[src/rtl/rmc_pkg.sv]
// Purpose: Shared constants and mode type for the radio mode controller.
// Assumes: core_clk at 100 MHz, asynchronous active-low reset.
// Notes: Contract
// Contract
// - Power-up bit low forces power down regardless of other inputs.
// - Power down keeps stored data and host access alive.
// - Power-up bit high moves power down into standby-I.
// - Active modes need chip enable high; chip enable low returns to standby-I.
// - Transmitter role, chip enable high, empty TX FIFO gives standby-II.
// - Standby-II packet load starts synthesizer; transmit after settling delay.
// - RX mode only with power-up, receiver role and chip enable high.
// - RX stores payloads only with matching address and good CRC.
// - Full RX FIFO drops new valid packets, never overwrites.
// - RX persists until host selects standby-I or power down.
// - RX shows signed received power, clamped to minus 100..plus 10.
// - TX entry needs power-up, transmitter role, payload, qualified chip enable pulse.
// - TX held until packet sent; then standby-I if chip enable low.
// - Chip enable high after packet: next packet if any, else standby-II.
// - Chip enable held high drains the FIFO and follows refills.
// - Standby-II sends once chip select rises after an upload.
// - A minimum chip enable pulse sends exactly one entry then standby-I.
// - Power-up high, chip enable low, no transmission gives standby-I.
// - Standby to active and TX to RX changes finish within settling time.

package rmc_pkg;

  // Clock and timing figures.
  localparam int CLK_PERIOD_NS = 10;
  localparam int SETTLE_US = 210;
  localparam int SETTLE_CYC = (SETTLE_US * 1000) / CLK_PERIOD_NS;
  localparam int CE_MIN_NS = 10000;
  localparam int CE_MIN_CYC = (CE_MIN_NS + CLK_PERIOD_NS - 1) / CLK_PERIOD_NS;
  localparam int SETTLE_W = 15;
  localparam int CE_CNT_W = 11;

  // Receive storage shape.
  localparam int PAYLOAD_W = 256;
  localparam int RX_SLOTS = 3;
  localparam int SLOT_CNT_W = 2;
  localparam int SLOT_IDX_W = 2;

  // Received power reading format and limits.
  localparam int PWR_LVL_W = 8;
  localparam logic [7:0] PWR_LVL_MIN = 8'h9c;
  localparam logic [7:0] PWR_LVL_MAX = 8'h0a;
  localparam logic [7:0] PWR_LVL_RESET = 8'h9c;

  // Operating modes, one-hot.
  typedef enum logic [6:0] {
    ST_PDN = 7'h01,
    ST_SB1 = 7'h02,
    ST_SB2 = 7'h04,
    ST_STX = 7'h08,
    ST_TX = 7'h10,
    ST_SRX = 7'h20,
    ST_RX = 7'h40
  } rmc_mode_t;

endpackage : rmc_pkg

[src/rtl/rmc_pin_sync.sv]
// Purpose: Two-stage synchroniser for asynchronous pin levels.
// Assumes: Inputs are slow levels from outside the core_clk domain.
// Notes: The first stage feeds only the second stage.
`timescale 1ns/1ns
module rmc_pin_sync
  import rmc_pkg::*;
#(
  parameter int W = 2
) (
  // Clock and reset.
  input wire logic core_clk,
  input wire logic rst_b,
  // Pin levels in and synchronised levels out.
  input wire logic [W-1:0] pin_in,
  output logic [W-1:0] pin_sync
);

  logic [W-1:0] meta_q;
  logic [W-1:0] sync_q;

  // Two flops in series settle any metastability.
  always_ff @(posedge core_clk or negedge rst_b) begin
    if (!rst_b) begin
      meta_q <= '0;
      sync_q <= '0;
    end else begin
      meta_q <= pin_in;
      sync_q <= meta_q;
    end
  end

  assign pin_sync = sync_q;

endmodule : rmc_pin_sync

[src/rtl/rmc_rx_slots.sv]
// Purpose: Three-slot store for received payloads.
// Assumes: Write and read strobes are single-cycle pulses on core_clk.
// Notes: Contents survive every mode change; only reset or host pops empty the slots.
`timescale 1ns/1ns
module rmc_rx_slots
  import rmc_pkg::*;
(
  // Clock and reset.
  input wire logic core_clk,
  input wire logic rst_b,
  // Write side from the packet validator.
  input wire logic wr_valid,
  input wire logic [PAYLOAD_W-1:0] wr_data,
  output logic wr_drop,
  // Read side toward the host.
  input wire logic rd_pop,
  output logic [PAYLOAD_W-1:0] rd_data,
  output logic slots_full,
  output logic slots_empty
);

  logic [PAYLOAD_W-1:0] mem [0:RX_SLOTS-1];
  logic [SLOT_IDX_W-1:0] wr_ptr_q;
  logic [SLOT_IDX_W-1:0] rd_ptr_q;
  logic [SLOT_CNT_W-1:0] count_q;
  logic [PAYLOAD_W-1:0] rd_data_q;
  wire accept;
  wire pop;

  function automatic logic [SLOT_IDX_W-1:0] bump(input logic [SLOT_IDX_W-1:0] p);
    bump = (p == SLOT_IDX_W'(RX_SLOTS - 1)) ? '0 : p + 1'b1;
  endfunction : bump

  // A full store refuses the packet instead of overwriting a slot.
  assign slots_full = (count_q == SLOT_CNT_W'(RX_SLOTS));
  assign slots_empty = (count_q == '0);
  assign accept = wr_valid && !slots_full;
  assign wr_drop = wr_valid && slots_full;
  assign pop = rd_pop && !slots_empty;
  assign rd_data = rd_data_q;

  // Pointer and occupancy bookkeeping.
  always_ff @(posedge core_clk or negedge rst_b) begin
    if (!rst_b) begin
      wr_ptr_q <= '0;
      rd_ptr_q <= '0;
      count_q <= '0;
    end else begin
      if (accept) wr_ptr_q <= bump(wr_ptr_q);
      if (pop) rd_ptr_q <= bump(rd_ptr_q);
      count_q <= count_q + SLOT_CNT_W'(accept) - SLOT_CNT_W'(pop);
    end
  end

  // Payload storage needs no reset.
  always_ff @(posedge core_clk) begin
    if (accept) mem[wr_ptr_q] <= wr_data;
  end

  // Head slot is presented from a flop.
  always_ff @(posedge core_clk or negedge rst_b) begin
    if (!rst_b) rd_data_q <= '0;
    else rd_data_q <= mem[pop ? bump(rd_ptr_q) : rd_ptr_q];
  end
endmodule : rmc_rx_slots

[src/rtl/rmc_mode_ctrl.sv]
// Purpose: Operating-mode state machine of the packet transceiver.
// Assumes: Config bits and FIFO status are on core_clk; chip enable and chip select are pins.
// Notes: The settling count is a parameter so simulations can shorten it.
`timescale 1ns/1ns
module rmc_mode_ctrl
  import rmc_pkg::*;
#(
  parameter int SETTLE_CYCLES = SETTLE_CYC
) (
  // Clock and reset.
  input wire logic core_clk,
  input wire logic rst_b,
  // Configuration bits held by the register file.
  input wire logic power_on_bit,
  input wire logic receiver_role_bit,
  // Host pins.
  input wire logic chip_enable_pin,
  input wire logic spi_csn_b_pin,
  // Transmit FIFO status and transmit engine.
  input wire logic tx_fifo_empty,
  input wire logic tx_packet_done,
  output logic tx_start,
  // Receive path from the packet engine.
  input wire logic rx_packet_strobe,
  input wire logic rx_addr_match,
  input wire logic rx_crc_ok,
  input wire logic [PAYLOAD_W-1:0] rx_payload,
  output logic rx_packet_dropped,
  // Receive FIFO toward the host.
  input wire logic rx_fifo_pop,
  output logic [PAYLOAD_W-1:0] rx_fifo_data,
  output logic rx_fifo_full,
  output logic rx_fifo_empty,
  // Received power.
  input wire logic [PWR_LVL_W-1:0] rx_power_raw,
  output logic [PWR_LVL_W-1:0] received_power_level,
  // Mode and analog enables.
  output logic [6:0] current_mode,
  output logic xtal_buffers_on,
  output logic synth_on,
  output logic rx_enable
);

  rmc_mode_t mode_q;
  rmc_mode_t mode_d;
  logic [SETTLE_W-1:0] settle_q;
  logic [CE_CNT_W-1:0] ce_cnt_q;
  logic arm_q;
  logic tx_start_q;
  logic [PWR_LVL_W-1:0] pwr_lvl_q;
  logic [1:0] pins_s;
  logic ce_s;
  logic csn_s;
  logic csn_q;
  logic csn_rise;
  logic ce_long;
  logic settle_done;
  logic settling;
  logic tx_again;
  logic rx_store;
  logic [PWR_LVL_W-1:0] pwr_lvl_clamped;

  // Chip enable and chip select cross into core_clk here.
  rmc_pin_sync #(
    .W(2)
  ) u_pin_sync (
    .core_clk(core_clk),
    .rst_b(rst_b),
    .pin_in({spi_csn_b_pin, chip_enable_pin}),
    .pin_sync(pins_s)
  );

  // Decoded conditions.
  assign ce_s = pins_s[0];
  assign csn_s = pins_s[1];
  assign csn_rise = csn_s && !csn_q;
  assign ce_long = (ce_cnt_q == CE_CNT_W'(CE_MIN_CYC));
  assign settling = (mode_q == ST_STX) || (mode_q == ST_SRX);
  assign settle_done = (settle_q == SETTLE_W'(SETTLE_CYCLES - 1));
  assign tx_again = tx_packet_done && ce_s && !receiver_role_bit && !tx_fifo_empty;
  assign rx_store = (mode_q == ST_RX) && rx_packet_strobe && rx_addr_match && rx_crc_ok;

  // Next mode.
  always_comb begin
    mode_d = mode_q;
    if (!power_on_bit) begin
      mode_d = ST_PDN;
    end else begin
      unique case (mode_q)
        ST_PDN: begin
          mode_d = ST_SB1;
        end
        ST_SB1: begin
          if (ce_s && receiver_role_bit) begin
            mode_d = ST_SRX;
          end else if (!receiver_role_bit && !tx_fifo_empty && arm_q) begin
            mode_d = ST_STX;
          end else if (ce_long && !receiver_role_bit && tx_fifo_empty) begin
            mode_d = ST_SB2;
          end
        end
        ST_SB2: begin
          if (!ce_s) begin
            mode_d = ST_SB1;
          end else if (receiver_role_bit) begin
            mode_d = ST_SRX;
          end else if (!tx_fifo_empty && csn_rise) begin
            mode_d = ST_STX;
          end
        end
        ST_STX: begin
          if (settle_done) mode_d = ST_TX;
        end
        ST_TX: begin
          if (tx_packet_done) begin
            if (!ce_s) begin
              mode_d = ST_SB1;
            end else if (receiver_role_bit) begin
              mode_d = ST_SRX;
            end else if (tx_fifo_empty) begin
              mode_d = ST_SB2;
            end
          end
        end
        ST_SRX: begin
          if (!ce_s || !receiver_role_bit) mode_d = ST_SB1;
          else if (settle_done) mode_d = ST_RX;
        end
        ST_RX: begin
          if (!ce_s || !receiver_role_bit) mode_d = ST_SB1;
        end
        default: begin
          mode_d = ST_PDN;
        end
      endcase
    end
  end

  // Mode register.
  always_ff @(posedge core_clk or negedge rst_b) begin
    if (!rst_b) mode_q <= ST_PDN;
    else mode_q <= mode_d;
  end

  // Settling timer runs only in the two transition modes.
  always_ff @(posedge core_clk or negedge rst_b) begin
    if (!rst_b) settle_q <= '0;
    else if (settling && !settle_done) settle_q <= settle_q + 1'b1;
    else settle_q <= '0;
  end

  // Previous chip select level; a rise ends an upload and starts a send in standby-II.
  always_ff @(posedge core_clk or negedge rst_b) begin
    if (!rst_b) csn_q <= 1'b1;
    else csn_q <= csn_s;
  end

  // Chip enable high time, saturating at the minimum pulse.
  always_ff @(posedge core_clk or negedge rst_b) begin
    if (!rst_b) ce_cnt_q <= '0;
    else if (!ce_s) ce_cnt_q <= '0;
    else if (!ce_long) ce_cnt_q <= ce_cnt_q + 1'b1;
  end

  // A qualified pulse arms one transmission, even after chip enable falls.
  always_ff @(posedge core_clk or negedge rst_b) begin
    if (!rst_b) arm_q <= 1'b0;
    else if (!power_on_bit || mode_d == ST_STX) arm_q <= 1'b0;
    else if (ce_long) arm_q <= 1'b1;
  end

  // Transmit start pulses on settle end and on back-to-back packets.
  always_ff @(posedge core_clk or negedge rst_b) begin
    if (!rst_b) tx_start_q <= 1'b0;
    else tx_start_q <= power_on_bit &&
      ((mode_q == ST_STX && settle_done) || (mode_q == ST_TX && tx_again));
  end

  // Received power is clamped to its range and follows only in RX.
  assign pwr_lvl_clamped = ($signed(rx_power_raw) < $signed(PWR_LVL_MIN)) ? PWR_LVL_MIN :
                   ($signed(rx_power_raw) > $signed(PWR_LVL_MAX)) ? PWR_LVL_MAX : rx_power_raw;
  always_ff @(posedge core_clk or negedge rst_b) begin
    if (!rst_b) pwr_lvl_q <= PWR_LVL_RESET;
    else if (mode_q == ST_RX) pwr_lvl_q <= pwr_lvl_clamped;
  end

  // Receive store is never cleared by mode changes.
  rmc_rx_slots u_rx_slots (
    .core_clk(core_clk),
    .rst_b(rst_b),
    .wr_valid(rx_store),
    .wr_data(rx_payload),
    .wr_drop(rx_packet_dropped),
    .rd_pop(rx_fifo_pop),
    .rd_data(rx_fifo_data),
    .slots_full(rx_fifo_full),
    .slots_empty(rx_fifo_empty)
  );

  // Outputs.
  assign tx_start = tx_start_q;
  assign received_power_level = pwr_lvl_q;
  assign current_mode = mode_q;
  assign xtal_buffers_on = (mode_q != ST_PDN) && (mode_q != ST_SB1);
  assign synth_on = settling || (mode_q == ST_TX) || (mode_q == ST_RX);
  assign rx_enable = (mode_q == ST_RX);
endmodule : rmc_mode_ctrl

[config.mk]
export PLATFORM = sky130hd
export DESIGN_NAME = rmc_mode_ctrl
export DESIGN_NICKNAME = d
export VERILOG_FILES = /design/src/rtl/rmc_pkg.sv /design/src/rtl/rmc_pin_sync.sv /design/src/rtl/rmc_rx_slots.sv /design/src/rtl/rmc_mode_ctrl.sv
export SDC_FILE = /design/constraint.sdc
export NUM_CORES = 1
export LEC_CHECK = 0
export BUFFER_PORTS_ARGS = -buffer_cell sky130_fd_sc_hd__buf_4
export CAP_MARGIN = 20
export CORE_ASPECT_RATIO = 1.1
export CORE_MARGIN = 4
export CORE_UTILIZATION = 53
export DETAILED_ROUTE_END_ITERATION = 7
export HOLD_SLACK_MARGIN = 0.1
export PLACE_DENSITY = 0.8
export SYNTH_ARGS = -nofsm -noshare
export SYNTH_HDL_FRONTEND = slang
export SYNTH_HIERARCHICAL = 1
export SYNTH_SLANG_ARGS = --single-unit
[constraint.sdc]
create_clock -name core_clk -period 20.8 [get_ports core_clk]
set_input_delay 2.08 -clock core_clk [delete_from_list [all_inputs] [get_ports core_clk]]
set_output_delay 2.08 -clock core_clk [all_outputs]
set_load 0.01 [all_outputs]
==> PnR_summary.wiki <==
{| class="wikitable"
! Metric !! Value
|-
| Global routing met2 resource utilization || 39.9%
|-
| Worst-skew pair later-pin latency || 0.67 ns
|-
| Vias || 30,200
|-
| End of the worst register-to-register path || u_rx_slots/mem[1][51]$_DFFE_PP_
|-
| Top cell types by occurrence after synthesis || sky130_fd_sc_hd__edfxtp_1 (768), sky130_fd_sc_hd__and2_1 (516), sky130_fd_sc_hd__a221oi_1 (512)
|-
| Horiz. Die Dim || 290 µm
|-
| First-pass GRT wire length || 173,000 µm
|-
| Leakage dissipation || 20.2 nW
|-
| I/O pin total || 554
|-
| Net total in the final layout || 3,831
|-
| Count of mapped cells out of synthesis || 3,140
|-
| Worst Path Max Fanout || 99
|-
| Multiplexer fraction of the synthesized cell area || 5.58%
|-
| Area Overhead vs Synth || 17.3%
|-
| Number of routed nets with antenna violations || 0
|-
| Kind of end point of the critical path || flop
|-
| Ratio of total power to cell area || 124 nW/µm²
|-
| Sequential element share of the synthesized area || 66.7%
|-
| Count of final max-slew check failures || 0
|-
| Area of the multi-input gates || 13,600 µm²
|-
| Height of the die || 318 µm
|-
| H-tree depth || 3
|-
| Mean number of vias per cell || 6.27
|-
| Cell Rows || 113
|-
| Total power || 6.75 mW
|-
| Portion of the clock cycle consumed by the worst path in the final layout || 25.1%
|-
| Main combinational cell family by area after synthesis || compound AO/OA/AOI/OAI gates
|-
| Post-Synth Simple-Gate Area || 8.59%
|-
| Worst hold path endpoint || u_pin_sync/pin_sync[1]$_DFF_PN0_
|-
| Clock-pin slew on the worst setup and hold paths || 0.06 ns
|-
| Grt peak-use layer || met2
|-
| YS warnings || 6
|-
| Initial detailed-routing violation count || 2,201
|-
| Mean routed wirelength per cell || 23.8 µm
|-
| Number of nets in the synthesized netlist || 3,421
|-
| CP arrival || 5.77 ns
|-
| Library cells used by synthesis || 62
|-
| Overall fraction of global-route tracks in use || 23.9%
|-
| TritonCTS Buffers || 106
|-
| Slew @ Worst Pin || 1.19 ns
|-
| RD Place Congestion || 0.833
|-
| Worst min-delay path class || flop to flop
|-
| Number of filler instances in the final layout || 6,193
|-
| DIE AREA || 92,100 µm²
|-
| Share of flip-flops with an asynchronous set or reset || 28.8%
|-
| Leading area contributor after synthesis || sky130_fd_sc_hd__edfxtp_1
|-
| Data required, critical path || 21.36 ns
|-
| Worst hold path cell count || 0
|-
| Core Region || 86,500 µm²
|-
| Cell total after placement || 4,592
|-
| Kind of start point of the critical path || input port
|-
| Area share of the largest cell type after synthesis || 49.9%
|-
| Run status || complete, no violations
|-
| Synthesized cell area || 46,300 µm²
|-
| Root cell of the clock tree || sky130_fd_sc_hd__clkbuf_16
|-
| Max Cap Violations || 0
|-
| Number of setup buffers added after CTS || 0
|-
| Starting Density || 53.5%
|-
| Timing-limited maximum frequency || 192 MHz
|-
| Proportion of layout cells with a drive suffix above 1 || 21.7%
|-
| Initial antenna violation count || 27
|-
| Resized cells post-CTS || 0
|-
| Min setup slack post-route || 15.59 ns
|-
| Count of state elements after synthesis || 1,078
|-
| FF+latch area || 30,800 µm²
|-
| Maximum number of pins on one net before global-route repair || 172
|-
| Aggregate routed wire length || 115,000 µm
|-
| Detailed-router iteration count before antenna repair || 6
|-
| Slew margin rel. || 20.6%
|-
| R2R Setup Slk || 15.99 ns
|-
| Final Setup Violations || 0
|-
| Start point of the worst hold path || u_pin_sync/meta_q[1]$_DFF_PN0_
|-
| Setup TNS Final || 0 ns
|-
| Worst slack, placed || 14.97 ns
|-
| Post-layout minimum cycle time || 5.21 ns
|-
| Most frequent cell after synthesis || sky130_fd_sc_hd__edfxtp_1
|-
| Number of clock sinks || 1,078
|-
| Post-synthesis average cell area || 14.7 µm²
|-
| Final hold violation count || 0
|-
| Deepest clock path buffer count || 3
|-
| HPWL after detailed placement || 67,300 µm
|-
| Routing usage on met3 || 7.08%
|-
| Reg-to-reg critical path startpoint || current_mode[2]$_DFF_PN0_
|-
| Peak ir drop on the vdd network || 150 µV
|-
| CTS tree || done
|-
| Count of input and output buffers || 553
|-
| Overflow left after global routing || 0
|-
| Type of the setup path with the least slack || input port to flop
|-
| Unrepaired setup endpoints after global routing || false
|-
| Predominant post-synthesis flop cell || sky130_fd_sc_hd__edfxtp_1
|-
| Main area contributors after synthesis || sky130_fd_sc_hd__edfxtp_1 (50%), sky130_fd_sc_hd__dfrtp_1 (16%), sky130_fd_sc_hd__a221oi_1 (9.7%)
|-
| Final Instance Count excl. Fillers || 4,814
|-
| Number of global-route vias before repair || 29,800
|-
| Worst slack on hold paths || 0.353 ns
|-
| Number of synthesized flops with an enable pin || 768
|-
| Post-route DRC violation count || 0
|-
| Hold-fix buffers at CTS || 0
|-
| Fraction of the mapped netlist area in compound gates || 14.6%
|-
| FF-to-FF path depth || 7
|-
| Fraction of the mapped netlist area in adder cells || 0.135%
|-
| Post-Route Skew || 0.0249 ns
|-
| Grt met1 use || 29.2%
|-
| Synthesized-area fraction occupied by xor and xnor cells || 0.492%
|}
==> routing by layer <==
layer | wire length, µm | share of wire, %
met3 | 10300 | 9.0
met4 | 4140 | 3.6
met1 | 42800 | 37
met2 | 57400 | 50
met5 | 38 | 0.033
==> logic make-up after synthesis <==
group | after synthesis
XOR/XNOR | 26
multiplexers | 258
AND/OR/NAND/NOR | 654
buffers and inverters | 308
adder cells (fa/ha/maj) | 5
flip-flops | 1078
AO/OA/AOI/OAI | 811
==> layout by cell type (no fill, tap or decap), types with 4 or more instances in the layout <==
| master | instances |
|---|---|
| sky130_fd_sc_hd__edfxtp_1 | 768 |
| sky130_fd_sc_hd__buf_4 | 594 |
| sky130_fd_sc_hd__and2_1 | 516 |
| sky130_fd_sc_hd__a221oi_1 | 512 |
| sky130_fd_sc_hd__dfrtp_1 | 303 |
| sky130_fd_sc_hd__mux2i_1 | 258 |
| sky130_fd_sc_hd__a211oi_1 | 256 |
| sky130_fd_sc_hd__clkbuf_16 | 108 |
| sky130_fd_sc_hd__nor2_1 | 40 |
| sky130_fd_sc_hd__clkbuf_1 | 24 |
| sky130_fd_sc_hd__diode_2 | 22 |
| sky130_fd_sc_hd__nand3_1 | 18 |
| sky130_fd_sc_hd__nand2_1 | 17 |
| sky130_fd_sc_hd__clkbuf_8 | 16 |
| sky130_fd_sc_hd__clkinv_2 | 16 |
| sky130_fd_sc_hd__xnor2_1 | 15 |
| sky130_fd_sc_hd__bufinv_16 | 15 |
| sky130_fd_sc_hd__inv_1 | 11 |
| sky130_fd_sc_hd__xor2_1 | 11 |
| sky130_fd_sc_hd__nor3_1 | 10 |
| sky130_fd_sc_hd__clkinvlp_4 | 9 |
| sky130_fd_sc_hd__o21ai_0 | 8 |
| sky130_fd_sc_hd__nor4_1 | 7 |
| sky130_fd_sc_hd__nor2b_1 | 7 |
| sky130_fd_sc_hd__a21oi_1 | 7 |
| sky130_fd_sc_hd__nand4_1 | 6 |
| sky130_fd_sc_hd__a21o_1 | 6 |
| sky130_fd_sc_hd__dfstp_2 | 6 |
| sky130_fd_sc_hd__ha_1 | 5 |
| sky130_fd_sc_hd__clkinv_1 | 5 |
| sky130_fd_sc_hd__a31oi_1 | 4 |
==> worst max-delay path: stages <==
cell	delay (ns)
sky130_fd_sc_hd__buf_8	0.22
sky130_fd_sc_hd__o21ai_4	0.14
sky130_fd_sc_hd__buf_4	0.66
sky130_fd_sc_hd__buf_4	0.86
sky130_fd_sc_hd__buf_4	0.97
sky130_fd_sc_hd__a221oi_1	0.26
sky130_fd_sc_hd__a211oi_1	0.30
==> flip-flops by register name, indices dropped and copies added, names as in the netlist <==
| name | flops |
|---|---|
| received_power_level | 8 |
| csn_q | 1 |
| u_pin_sync/pin_sync | 2 |
| arm_q | 1 |
| tx_start | 1 |
| u_rx_slots/rd_data | 256 |
| u_rx_slots/mem | 768 |
| u_rx_slots/rd_ptr_q | 2 |
| u_pin_sync/meta_q | 2 |
| settle_q | 15 |
| ce_cnt_q | 11 |
| u_rx_slots/wr_ptr_q | 2 |
| u_rx_slots/count_q | 2 |
| current_mode | 7 |
==> how the worst max path moves through the flow <==
stage	start	endpoint	slack [ns]	cells past startpoint
after floorplan	rx_crc_ok	u_rx_slots/mem[1][0]$_DFFE_PP_	7.68	4
final	rx_fifo_pop	u_rx_slots/rd_data[18]$_DFF_PN0_	15.59	7
after detailed placement	rx_fifo_pop	u_rx_slots/rd_data[18]$_DFF_PN0_	14.97	7
after global routing	current_mode[2]$_DFF_PN0_	rx_packet_dropped	15.37	5
after global placement	rx_fifo_pop	u_rx_slots/rd_data[20]$_DFF_PN0_	15.20	7
after CTS	current_mode[2]$_DFF_PN0_	rx_packet_dropped	15.61	5
==> power by group <==
part	internal [mW]	switching [mW]	total, mW	leakage (nW)
Sequential	2.58	0.140	2.72	10.5
Combinational	0.794	1.23	2.03	7.84
Clock	1.20	0.804	2.01	1.80
Total	4.57	2.18	6.75	20.2
==> metrics by stage <==
stage	utilization (%)	cell area, µm²
floorplan	-	46300
global placement	58.4	50500
detailed placement	58.4	50500
CTS	62.7	54200
global route	62.7	54300
finish	62.7	54300
==> cell type report <==
type,instances,share of cell area [%]
diodes,22,0.101
clock buffers,148,5.55
clock inverters,52,1.31
inverters,11,0.0761
multi-input cells,1754,25.1
flip-flops and latches,1078,56.8
well taps,1150,2.65
repair buffers,599,8.38
No activity file was read; power rests on OpenSTA's default activity.
